===== config.mk =====
export PLATFORM = sky130hd
export DESIGN_NAME = carf_regfile
export DESIGN_NICKNAME = d
export VERILOG_FILES = /design/src/carf_pkg.sv /design/src/carf_regfile.sv /design/src/carf_seg_unit.sv
export SDC_FILE = /design/constraint.sdc
export NUM_CORES = 2
export LEC_CHECK = 0
export BUFFER_PORTS_ARGS = -buffer_cell sky130_fd_sc_hd__buf_4
export CAP_MARGIN = 20
export CORE_ASPECT_RATIO = 1.1
export CORE_MARGIN = 2
export CORE_UTILIZATION = 51
export DETAILED_ROUTE_END_ITERATION = 10
export PLACE_DENSITY = 0.72
export SKIP_LAST_GASP = 1
export SLEW_MARGIN = 10
export SYNTH_ARGS = -nofsm -noshare
export SYNTH_HDL_FRONTEND = slang
export SYNTH_HIERARCHICAL = 1
export SYNTH_SLANG_ARGS = --single-unit

===== constraint.sdc =====
create_clock -name sys_clk -period 5.95 [get_ports sys_clk]
set_input_delay 1.19 -clock sys_clk [delete_from_list [all_inputs] [get_ports sys_clk]]
set_output_delay 1.19 -clock sys_clk [all_outputs]
set_load 0.02 [all_outputs]

===== src/carf_pkg.sv =====
// Purpose: Constants and carrier types for the architectural register file.
// Assumes: One core clock; the execution unit sequences every update.
// Notes: Reset values are neutral choices; flag bit positions are fixed.
package carf_pkg;
   localparam int NUM_GPR = 8;
   localparam int NUM_SEG = 6;
   // Flag bit positions.
   localparam int CARRY_BIT = 0;
   localparam int PARITY_BIT = 2;
   localparam int AUX_BIT = 4;
   localparam int ZERO_BIT = 6;
   localparam int SIGN_BIT = 7;
   localparam int TRAP_BIT = 8;
   localparam int INTEN_BIT = 9;
   localparam int DIR_BIT = 10;
   localparam int OVF_BIT = 11;
   localparam int IO_PRIVILEGE_FIELD_LO = 12;
   localparam int IO_PRIVILEGE_FIELD_HI = 13;
   localparam int NEST_BIT = 14;
   localparam int RESUME_BIT = 16;
   localparam int VLEG_BIT = 17;
   // Undefined positions: bit 1 reads one, the rest read zero.
   localparam logic [31:0] FLAG_DEFINED_MASK = 32'h00037FD5;
   localparam logic [31:0] FLAG_FIXED_VALUE = 32'h00000002;
   localparam logic [31:0] FLAG_STATUS_MASK = 32'h000008D5;
   localparam logic [31:0] FLAG_RESET = 32'h00000002;
   localparam logic [31:0] IP_RESET = 32'h00000000;
   localparam logic [31:0] GPR_RESET = 32'h00000000;
   localparam logic [15:0] SEL_RESET = 16'h0000;
   localparam logic [31:0] REAL_LIMIT = 32'h0000FFFF;
   localparam logic [11:0] REAL_ATTR = 12'h093;
   localparam int SEL_SHIFT = 4;
   localparam logic [7:0] EXC_GP = 8'h0D;
   localparam logic [7:0] EXC_DEBUG = 8'h01;
   localparam logic [1:0] PRIV0 = 2'h0;

   typedef enum logic [1:0] {SZ_BYTE, SZ_WORD, SZ_DWORD} carf_size_t;
   typedef enum logic [2:0] {
      FS_NONE, FS_POP, FS_INTERRUPT_RETURN, FS_TASK, FS_ALU
   } carf_flagsrc_t;

   typedef struct packed {
      logic en;
      logic [2:0] idx;
      carf_size_t size;
      logic highByte;
      logic [31:0] data;
   } carf_gpr_wr_t;

   typedef struct packed {
      logic [31:0] base;
      logic [31:0] limit;
      logic [11:0] attr;
   } carf_desc_t;

   typedef struct packed {
      logic en;
      logic [2:0] seg;
      logic [15:0] selector;
      carf_desc_t desc;
   } carf_seg_wr_t;

   typedef struct packed {
      logic valid;
      logic [2:0] seg;
      logic [31:0] offset;
      logic [3:0] accessType;
   } carf_memref_t;

   typedef struct packed {
      logic [31:0] linear;
      logic limitFault;
      logic attrFault;
   } carf_memchk_t;

   typedef struct packed {
      logic [31:0] a;
      logic [31:0] b;
      logic [31:0] result;
      logic subtract;
      carf_size_t size;
   } carf_alu_t;
endpackage : carf_pkg


===== src/carf_regfile.sv =====
// Purpose: General registers, instruction pointer, flags and segments.
// Assumes: The decoder issues one update of each kind per cycle.
// Notes: Popped and returned flag images are merged under the privilege masks below.
`timescale 1ns/10ps
module carf_regfile
   import carf_pkg::*;
(
   // Clock and reset.
   input wire logic sys_clk,
   input wire logic rst,
   // Mode and privilege.
   input wire logic protection_enable,
   input wire logic [1:0] current_privilege,
   // General register access.
   input wire carf_gpr_wr_t gprWr,
   input wire logic [2:0] gprRdIdx,
   input wire carf_size_t gprRdSize,
   input wire logic gprRdHigh,
   output logic [31:0] gprRdData,
   output logic [31:0] addrRegData,
   // Instruction pointer.
   input wire logic ipLoad,
   input wire logic [31:0] ipNext,
   output logic [31:0] instruction_pointer,
   output logic [15:0] ipShort,
   // Flags.
   input wire carf_flagsrc_t flagSrc,
   input wire logic [31:0] flagImage,
   input wire carf_alu_t alu,
   input wire logic taskNested,
   input wire logic instrDone,
   input wire logic instrFault,
   output logic [31:0] processor_flags,
   output logic [31:0] flag_push,
   // Instruction checks.
   input wire logic ioInstr,
   input wire logic privOpcode,
   input wire logic debugHit,
   input wire logic stringStep,
   input wire carf_size_t stringSize,
   input wire logic maskable_irq_input,
   output logic ioNeedsBitmap,
   output logic excRaise,
   output logic [7:0] excVector,
   output logic irqTaken,
   output logic iretInterTask,
   // Segments.
   input wire carf_seg_wr_t segWr,
   input wire carf_memref_t memRef,
   output carf_memchk_t memChk,
   output logic [15:0] selOut [NUM_SEG]
);
   typedef struct packed {
      logic [NUM_GPR-1:0][31:0] gpr;
      logic [31:0] ip;
      logic [31:0] flags;
      logic [31:0] rdData;
      logic exc;
      logic [7:0] vec;
   } carf_state_t;

   carf_state_t state;
   carf_state_t next_state;
   logic legacyMode;
   logic ioOk;

   assign legacyMode = protection_enable && state.flags[VLEG_BIT];
   assign ioOk = !protection_enable ||
      (!legacyMode && current_privilege <= state.flags[IO_PRIVILEGE_FIELD_HI:IO_PRIVILEGE_FIELD_LO]);

   function automatic logic [31:0] alu_flags(input carf_alu_t x,
                                             input logic [31:0] f);
      logic [32:0] wide;
      logic [31:0] r;
      logic [31:0] cin;
      logic [31:0] o;
      int top;
      wide = '0;
      r = x.result;
      o = f;
      top = (x.size == SZ_BYTE) ? 7 : (x.size == SZ_WORD) ? 15 : 31;
      wide = x.subtract ? ({1'b0, x.a} - {1'b0, x.b})
                        : ({1'b0, x.a} + {1'b0, x.b});
      cin = x.a ^ x.b ^ wide[31:0];
      if (x.size == SZ_BYTE) begin
         r = {24'h000000, x.result[7:0]};
      end else if (x.size == SZ_WORD) begin
         r = {16'h0000, x.result[15:0]};
      end
      // Carry out of the top bit is the carry into the next bit up.
      o[CARRY_BIT] = (top == 31) ? wide[32] :
         (x.a[top+1] ^ x.b[top+1] ^ wide[top+1]);
      o[OVF_BIT] = o[CARRY_BIT] ^ cin[top];
      o[SIGN_BIT] = r[top];
      o[ZERO_BIT] = (r == 32'h00000000);
      o[AUX_BIT] = cin[4];
      o[PARITY_BIT] = ~^x.result[7:0];
      return o;
   endfunction : alu_flags

   always_comb begin
      logic [31:0] img;
      logic [31:0] keep;
      logic [31:0] cur;
      logic [31:0] step;
      img = '0;
      keep = '0;
      cur = '0;
      step = '0;
      next_state = state;
      // General register writes.
      cur = state.gpr[gprWr.idx];
      if (gprWr.en) begin
         case (gprWr.size)
            SZ_DWORD: cur = gprWr.data;
            SZ_WORD: cur[15:0] = gprWr.data[15:0];
            SZ_BYTE: begin
               if (gprWr.highByte && !gprWr.idx[2]) begin
                  cur[15:8] = gprWr.data[7:0];
               end else if (!gprWr.idx[2]) begin
                  cur[7:0] = gprWr.data[7:0];
               end
            end
            default: cur = state.gpr[gprWr.idx];
         endcase
         next_state.gpr[gprWr.idx] = cur;
      end
      // String index stepping after the access.
      if (stringStep) begin
         step = (stringSize == SZ_BYTE) ? 32'h00000001 :
                (stringSize == SZ_WORD) ? 32'h00000002 : 32'h00000004;
         for (int i = 6; i <= 7; i++) begin
            next_state.gpr[i - 1] = state.flags[DIR_BIT] ?
               state.gpr[i - 1] - step : state.gpr[i - 1] + step;
         end
      end
      // Instruction pointer.
      if (ipLoad) begin
         next_state.ip = ipNext;
      end
      // Flag updates.
      img = state.flags;
      case (flagSrc)
         FS_ALU: img = alu_flags(alu, state.flags);
         FS_TASK: img = flagImage;
         FS_POP, FS_INTERRUPT_RETURN: begin
            keep = 32'h00000000;
            if (flagSrc == FS_POP || current_privilege != PRIV0) begin
               keep[VLEG_BIT] = 1'b1;
            end
            if (current_privilege != PRIV0) begin
               keep[IO_PRIVILEGE_FIELD_HI:IO_PRIVILEGE_FIELD_LO] = 2'b11;
            end
            if (protection_enable &&
                current_privilege > state.flags[IO_PRIVILEGE_FIELD_HI:IO_PRIVILEGE_FIELD_LO]) begin
               keep[INTEN_BIT] = 1'b1;
            end
            img = (flagImage & ~keep) | (state.flags & keep);
         end
         default: img = state.flags;
      endcase
      if (taskNested) begin
         img[NEST_BIT] = 1'b1;
      end
      // A clean instruction clears resume unless it loaded an image.
      if (instrDone && !instrFault && flagSrc != FS_POP &&
          flagSrc != FS_INTERRUPT_RETURN && flagSrc != FS_TASK) begin
         img[RESUME_BIT] = 1'b0;
      end
      // Real mode cannot hold the legacy flag.
      if (!protection_enable) begin
         img[VLEG_BIT] = 1'b0;
      end
      next_state.flags = (img & FLAG_DEFINED_MASK) | FLAG_FIXED_VALUE;
      // Registered reads.
      cur = state.gpr[gprRdIdx];
      case (gprRdSize)
         SZ_DWORD: next_state.rdData = cur;
         SZ_WORD: next_state.rdData = {16'h0000, cur[15:0]};
         SZ_BYTE: next_state.rdData = (gprRdHigh && !gprRdIdx[2]) ?
            {24'h000000, cur[15:8]} : {24'h000000, cur[7:0]};
         default: next_state.rdData = cur;
      endcase
      // Exceptions: privileged or denied IO faults first, then debug.
      next_state.exc = 1'b0;
      next_state.vec = 8'h00;
      if ((legacyMode && privOpcode) || (ioInstr && !ioOk && legacyMode)) begin
         next_state.exc = 1'b1;
         next_state.vec = EXC_GP;
      end else if (instrDone && !instrFault &&
                   (state.flags[TRAP_BIT] ||
                    (debugHit && !state.flags[RESUME_BIT]))) begin
         next_state.exc = 1'b1;
         next_state.vec = EXC_DEBUG;
      end
   end

   always_ff @(posedge sys_clk) begin
      if (rst) begin
         state <= '0;
         state.flags <= FLAG_RESET;
         state.ip <= IP_RESET;
      end else begin
         state <= next_state;
      end
   end

   carf_seg_unit u_seg (
      .sys_clk(sys_clk),
      .rst(rst),
      .legacyLoads(!protection_enable || legacyMode),
      .segWr(segWr),
      .memRef(memRef),
      .memChk(memChk),
      .selOut(selOut)
   );

   assign gprRdData = state.rdData;
   // Address formation uses whole registers, never the byte views.
   assign addrRegData = state.gpr[gprRdIdx];
   assign instruction_pointer = state.ip;
   assign ipShort = state.ip[15:0];
   assign processor_flags = state.flags;
   // Pushed images never show the legacy flag.
   assign flag_push = state.flags & ~(32'h00000001 << VLEG_BIT);
   assign ioNeedsBitmap = protection_enable && !legacyMode && !ioOk;
   assign excRaise = state.exc;
   assign excVector = state.vec;
   assign irqTaken = maskable_irq_input && state.flags[INTEN_BIT];
   assign iretInterTask = protection_enable && state.flags[NEST_BIT];
endmodule : carf_regfile


===== src/carf_seg_unit.sv =====
// Purpose: Segment selectors with hidden descriptor caches and checks.
// Assumes: Protected-mode descriptors arrive already fetched from memory.
// Notes: Offset above limit or forbidden access type raises a fault flag.
`timescale 1ns/10ps
module carf_seg_unit
   import carf_pkg::*;
(
   // Clock and reset.
   input wire logic sys_clk,
   input wire logic rst,
   // Mode.
   input wire logic legacyLoads,
   // Load and reference.
   input wire carf_seg_wr_t segWr,
   input wire carf_memref_t memRef,
   // Results.
   output carf_memchk_t memChk,
   output logic [15:0] selOut [NUM_SEG]
);
   typedef struct packed {
      logic [NUM_SEG-1:0][15:0] sel;
      carf_desc_t [NUM_SEG-1:0] cache;
      carf_memchk_t chk;
   } carf_seg_state_t;

   carf_seg_state_t state;
   carf_seg_state_t next_state;

   always_comb begin
      carf_desc_t d;
      d = '0;
      next_state = state;
      if (segWr.en && segWr.seg < 3'(NUM_SEG)) begin
         next_state.sel[segWr.seg] = segWr.selector;
         d = state.cache[segWr.seg];
         if (legacyLoads) begin
            // The base follows the selector; limit and attributes reload their real-mode values.
            d.base = 32'(segWr.selector) << SEL_SHIFT;
            d.limit = REAL_LIMIT;
            d.attr = REAL_ATTR;
         end else begin
            d = segWr.desc;
         end
         next_state.cache[segWr.seg] = d;
      end
      next_state.chk = '0;
      if (memRef.valid && memRef.seg < 3'(NUM_SEG)) begin
         d = state.cache[memRef.seg];
         next_state.chk.linear = d.base + memRef.offset;
         next_state.chk.limitFault = memRef.offset > d.limit;
         // Attribute low nibble lists permitted access types.
         next_state.chk.attrFault =
            (memRef.accessType & ~d.attr[3:0]) != 4'h0;
      end
   end

   always_ff @(posedge sys_clk) begin
      if (rst) begin
         state <= '0;
         for (int i = 0; i < NUM_SEG; i++) begin
            state.cache[i].limit <= REAL_LIMIT;
            state.cache[i].attr <= REAL_ATTR;
         end
      end else begin
         state <= next_state;
      end
   end

   assign memChk = state.chk;
   generate
      for (genvar g = 0; g < NUM_SEG; g++) begin : g_sel
         assign selOut[g] = state.sel[g];
      end
   endgenerate
endmodule : carf_seg_unit


# Yosys cells after proc, flatten, opt, wreduce, memory -nomap -nowiden
# Index checks and enable logic that the tools add are counted.
[totals]
regBits = 930
mem_bits_rw = 0
latchBits = 0
n_memories = 0
in_bits = 363
output_inout_bits = 318
word_cells = 214
romBits = 0
[classes]
n_eq_ne = 14
n_mul = 0
addsub = 8
shifts = 0
div_mod_pow = 0
order_cmp = 14
n_bitwise = 14
reduce_logical = 54
n_mux = 64
[ops]
columns = ["op", "n"]
rows = [
  ["bitwise mux 456 bit", 1],
  ["two-way mux 76 bit", 4],
  ["bitwise mux 256 bit", 1],
  ["two-way mux 256 bit", 1],
  ["two-way mux 32 bit", 8],
  ["binary-select mux 76 bit (select 3 bit)", 1],
  ["demux 76 bit (select 3 bit)", 1],
  ["binary-select mux 32 bit (select 3 bit)", 2],
  ["bitwise mux 96 bit", 1],
  ["demux 32 bit (select 3 bit)", 1],
  ["adder 32 x 3 -> 32 bit", 2],
  ["two-way mux 16 bit", 4],
  ["two-way mux 64 bit", 1],
  ["case mux 32 bit (2 select lines)", 1],
  ["subtractor 32 x 3 -> 32 bit", 2],
  ["bitwise XOR 32 bit", 2],
  ["case mux 18 bit (3 select lines)", 1],
  ["demux 16 bit (select 3 bit)", 1],
  ["bitwise AND 18 bit", 2],
  ["adder 32 x 32 -> 33 bit", 1],
  ["two-way mux 33 bit", 1],
  ["subtractor 32 x 32 -> 33 bit", 1],
  ["adder 32 bit", 1],
  ["> comparator 32 bit", 1],
  ["other kinds (44)", 126],
]

# Longest topological paths before layout
[logic_depth]
word_depth = 13
ltp_mapped = 19
ltp_nobuf = 19

# Modules after synthesis
# Netlist, hierarchy kept.
[modules_own_cells]
columns = ["module", "instances", "cells_per_inst", "area_each_um2", "seq_area_each_um2"]
rows = [
  ["carf_seg_unit", 1, 2942, 24897.6, 10770.3],
  ["carf_regfile", 1, 2614, 22399.0, 6726.5],
]

# Worst setup path before layout
# OpenSTA, ideal clock, no wires.
[synth_timing]
kind = "input to register"
from = "in alu[39] (netlist name)"
to = "reg state, in the netlist processor_flags[11]"
stages = 19
t_arrival_ns = 4.639
slack_ns = 1.241
setup_time_ns = 0.070
path_buffers = 1
t_required_ns = 5.880
cell_sequence = "clkbuf_1 nor4_1 nand2_1 nor3b_1 nor4b_2 and3b_1 a21oi_1 xnor2_1 ha_1 and4_1 and2_1 o21ai_0 a32oi_1 a31oi_1 xnor2_1 a21oi_1 o211a_1 nor2_1 a21oi_1"
[synth_via]
elab_chain_len = 9
elab_cells_between_ends = 19
cone_classes = "add/sub: 2; mux: 12; bitwise: 5"
[synth_rtl]
columns = ["element", "line_no", "rtl"]
rows = [
  ["start, declared", "carf_regfile.sv:29", "input wire carf_alu_t alu,"],
  ["adder 32 x 32 -> 33 bit / subtractor 32 x 32 -> 33 bit (equally long branches)", "carf_regfile.sv:83, carf_regfile.sv:82", ""],
  ["two-way mux 33 bit", "carf_regfile.sv:82", "wide = x.subtract ? ({1'b0, x.a} - {1'b0, x.b})"],
  ["binary-select mux 1 bit (select 6 bit)", "carf_regfile.sv:92", "(x.a[top+1] ^ x.b[top+1] ^ wide[top+1]);"],
  ["two-way mux 1 bit (implied by the code) (2 in series)", "carf_regfile.sv:92", ""],
  ["bitwise XOR 1 bit", "carf_regfile.sv:92", ""],
  ["two-way mux 1 bit", "carf_regfile.sv:91", "o[CARRY_BIT] = (top == 31) ? wide[32] :"],
  ["bitwise XOR 1 bit *", "carf_regfile.sv:93", "o[OVF_BIT] = o[CARRY_BIT] ^ cin[top];"],
  ["case mux 18 bit (3 select lines) *", "carf_regfile.sv:143", "case (flagSrc)"],
  ["end signal, assigned", "carf_regfile.sv:204", "state <= next_state;"],
  ["end, declared", "carf_regfile.sv:62", "carf_state_t state;"],
]
# Every way passes the cells marked *; elsewhere a longest branch is shown, timed or not. The select of a mux whose other input is x is not followed.
# A chain may end at the register's enable or synchronous reset.

# Worst setup path in the final report
[layout_timing]
from = "in alu[36] (netlist name)"
to = "reg state, in the netlist processor_flags[0]"
[layout_via]
elab_chain_len = 8
elab_cells_between_ends = 13
cone_classes = "add/sub: 2; mux: 9; bitwise: 2"
[layout_rtl]
columns = ["element", "line_no"]
rows = [
  ["adder 32 x 32 -> 33 bit / subtractor 32 x 32 -> 33 bit (equally long branches)", "carf_regfile.sv:83, carf_regfile.sv:82"],
  ["two-way mux 33 bit", "carf_regfile.sv:82"],
  ["binary-select mux 1 bit (select 6 bit)", "carf_regfile.sv:92"],
  ["two-way mux 1 bit (implied by the code) (2 in series)", "carf_regfile.sv:92"],
  ["bitwise XOR 1 bit", "carf_regfile.sv:92"],
  ["two-way mux 1 bit *", "carf_regfile.sv:91"],
  ["case mux 18 bit (3 select lines) *", "carf_regfile.sv:143"],
]
# Marks and branches as above.

==> metrics.md <==
| Metric | Value |
|---|---|
| RSZ-0062 raised after global routing | `false` |
| Die Span Y | `between 300 and 400 µm` |
| Root Buffer | `clkbuf_16` |
| PortBufs | `612` |
| Endpoints failing hold | `0` |
| HP Class | `register to register` |
| Sw frac | `0.271` |
| DIE AREA | `95200 µm²` |
| CTS resizes | `0` |
| Antenna violations before repair | `8` |
| Final Skew | `approximately 0.031 ns` |
| Total power | `14.4 mW` |
| PwrDens | `267 nW/µm²` |
| Drt initial violations | `roughly 3.7k` |
| Static leakage power | `roughly 21 nW` |
| DRT antenna net count | `0` |
| Worst vdd ir | `between 0.2 and 0.3 mV` |
| Slew headroom | `0.259` |
| Final setup viols | `0` |
| Mapped Avg Cell Area | `8.51 µm²` |
| CTS Buffer Depth | `3` |
| Cts bufs inserted | `94` |
| Status | `finished clean` |
| Post-synth EDFFs | `0` |
| Ys async rst share | `0` |
| CTS tree | `done` |
| Worst-path clk slew | `0.06 ns` |
| H-tree depth | `3` |
| I/O pins | `approximately 680` |
| Crit share post-route | `0.820` |
| Util after Layout | `0.586` |
| R2R depth | `11` |
| Fin area | `54100 µm²` |
| Area growth from synthesis to layout | `14.3%` |
| Clock Power Share | `0.426` |
| Fillers | `about 8.1k` |
| Tot GR Track Use | `0.290` |
| Fin crit period | `slightly below 5 ns` |
| Clock latency on the worst-skew pair | `about 0.7 ns` |
| Hold-critical path depth | `2` |
| Sw power | `3.91 mW` |
| Post-CTS Repair Setup Buffers | `0` |
| Sequential area share after synthesis | `0.370` |
| Die W | `294 µm` |
| Startpoint Class | `input pin` |
| Drt via density | `around 6` |
| Comb power frac | `0.147` |
| Mapped Area | `47300 µm²` |
| Number of synthesized register bits | `~870` |
| Mapped Cells | `roughly 5.6k` |
| Yosys warns | `6` |
| Max_cap viols | `0` |
| First-pass GRT wire length | `220000 µm` |
| Row count | `117` |
| Int Pwr | `10.5 mW` |
| Global route overflow | `0` |
| Area after DPL | `50700 µm²` |
| Post-synth top flop | `dfxtp_1` |
| Vias in the first global route | `39.1k` |
| DR WL/cell | `20.5 µm` |
| Inst Count DP | `6801` |
| FMAX | `205 MHz` |
| Floorplan core area | `slightly above 90000 µm²` |
| Largest net degree at the start of global routing | `221` |
| Netlist cell types | `97` |
| Share of cells above drive strength 1 | `0.193` |
| Worst EP required | `approximately 6.5 ns` |
| Clk sink count | `874` |
| Drc violations | `0` |
| Hold-fix buffers at CTS | `0` |
| Power share of the sequential group | `0.427` |
| Critical Path AT | `5.38 ns` |
| CP Max Fanout | `4` |
| Fin nets | `6242` |
| Final instance count without filler cells | `6982` |
| Via count | `between 40k and 50k` |
| RePlAce Congestion | `0.941` |
| Drt first pass iters | `6` |
| Slew @ Worst Pin | `1.11 ns` |
| Initial Util | `0.513` |
| Critical Path End Type | `register` |
| Post-Route WL | `143000 µm` |
| Setup CP Type | `input pin to register` |
| Setup TNS Final | `0 ns` |
| DP HPWL | `97400 µm` |
| Final Max Tran Viols | `0` |
## routing by layer
metal  vias to the layer above  global-route usage  part of all wire
met5                         -                   0                 0
met2                      1533               0.500              0.49
met1                     19700               0.360              0.40
met3                       278              0.0426             0.071
li1                      19600                   -                 -
met4                         0               0.129             0.040
## sequential cells by signal, indices dropped and copies added (netlist names)
signal / flops
excVector: 2
gprRdData: 32
instruction_pointer: 32
processor_flags: 14
state: 256
u_seg/memChk: 34
u_seg/selOut: 96
u_seg/state: 408
## cell usage in the layout (no fill, tap or decap), types with 21 or more instances in the layout
cell type,Yosys,routed
inv_1,57,56
buf_4,285,670
dfxtp_1,874,873
nor3_1,46,44
mux4_2,180,180
a211oi_1,253,253
mux2_2,40,40
mux2i_1,180,180
conb_1,2,42
a211o_1,116,116
nand3_1,30,27
nand4_1,29,29
clkbuf_16,0,95
nand2b_1,31,29
o21a_1,25,25
xor2_1,30,30
clkbuf_8,0,22
o22ai_1,21,21
nand2_1,988,985
nor2b_1,86,86
o21ai_1,33,33
o21ai_0,99,99
ha_1,167,167
a21oi_1,628,628
a21o_1,46,46
nor2_1,606,596
xnor2_1,77,77
and3_1,23,23
## path summary, 6_finish.rpt
path	from	endpoint	slack (ns)
worst min register to register	u_seg/state[369]	u_seg/state[369]	0.45
worst max-delay path	alu[36]	processor_flags[0]	1.07
worst min-delay path	u_seg/state[369]	u_seg/state[369]	0.45
worst max register to register	processor_flags[10]	state[327]	1.91
## Yosys cell counts (8+ instances only)
| cell type | number | area (µm²) |
|---|---|---|
| nand2b_1 | 31 | 194 |
| and2_1 | 12 | 75.1 |
| a211oi_1 | 253 | 1900 |
| buf_4 | 285 | 2140 |
| a221oi_1 | 12 | 105 |
| o21a_1 | 25 | 188 |
| mux4_2 | 180 | 4050 |
| nor4_1 | 17 | 106 |
| o31ai_1 | 9 | 67.6 |
| o22ai_1 | 21 | 131 |
| xor2_1 | 30 | 263 |
| nand3_1 | 30 | 150 |
| a21o_1 | 46 | 345 |
| xnor2_1 | 77 | 674 |
| a22oi_1 | 14 | 105 |
| and3_1 | 23 | 144 |
| o21ai_0 | 99 | 495 |
| mux2_2 | 40 | 450 |
| mux2i_1 | 180 | 1800 |
| ha_1 | 167 | 2090 |
| o211ai_1 | 11 | 82.6 |
| nor2b_1 | 86 | 538 |
| o21ai_1 | 33 | 165 |
| or2_2 | 8 | 50.1 |
| inv_1 | 57 | 214 |
| nand2_1 | 988 | 3710 |
| nand3b_1 | 9 | 67.6 |
| a21oi_1 | 628 | 3140 |
| nor2_1 | 606 | 2270 |
| nand4_1 | 29 | 181 |
| dfxtp_1 | 874 | 17500 |
| clkbuf_1 | 322 | 1210 |
| a31oi_1 | 18 | 113 |
| a211o_1 | 116 | 1020 |
| buf_2 | 39 | 195 |
| nor3_1 | 46 | 230 |
| buf_1 | 19 | 71.3 |
## power by group through the flow
| stage | logic (mW) | clock network [mW] | registers, mW |
|---|---|---|---|
| floorplan | 1.48 | 0 | 6.24 |
| global placement | 2.06 | 0 | 6.28 |
| detailed placement | 2.09 | 0 | 6.29 |
| CTS | 2.10 | 6.23 | 6.16 |
| global route | 2.30 | 6.46 | 6.18 |
| finish | 2.12 | 6.16 | 6.17 |
## through the flow
step	worst slack (ns)	hold WS, ns
final	1.07	0.452
after global routing	0.713	0.465
after CTS	1.19	0.452
after detailed placement	0.509	0.444
after global placement	0.521	0.436
after floorplan	1.24	0.430
## final cells by class
| class | instances | area [µm²] | share of cell area |
|---|---|---|---|
| inverter | 57 | 214 | 0.00396 |
| timing repair buffer | 683 | 5300 | 0.0981 |
| sequential | 874 | 17500 | 0.324 |
| clock inverter | 40 | 544 | 0.0101 |
| multi-input combinational | 3999 | 26300 | 0.486 |
| antenna | 8 | 20.0 | 0.000370 |
| tap | 1190 | 1490 | 0.0275 |
| clock buffer | 131 | 2720 | 0.0504 |
## worst max-delay path: stages
cell and delay, ns:
buf_4 0.13, nor4_1 0.59, nand2_1 0.20, nor3b_1 0.42, nor4b_2 0.45, and3b_1 0.32, a21oi_1 0.10, xnor2_1 0.14
ha_1 0.30, a21oi_1 0.16, o21ai_1 0.12, a211oi_1 0.25, o21ai_0 0.12, a21oi_1 0.16, mux2i_1 0.33, nor3_1 0.10
a211oi_1 0.22, nor2_1 0.07
## logic make-up after synthesis
family | Yosys count | synth area share
AO/OA/AOI/OAI | 1343 | 0.178
XOR/XNOR | 107 | 0.0198
adder cells (fa/ha/maj) | 170 | 0.0454
buffers and inverters | 723 | 0.0812
flip-flops | 874 | 0.370
multiplexers | 400 | 0.133
other | 2 | 0.000159
AND/OR/NAND/NOR | 1937 | 0.173
(Power assumes the default switching activity.)
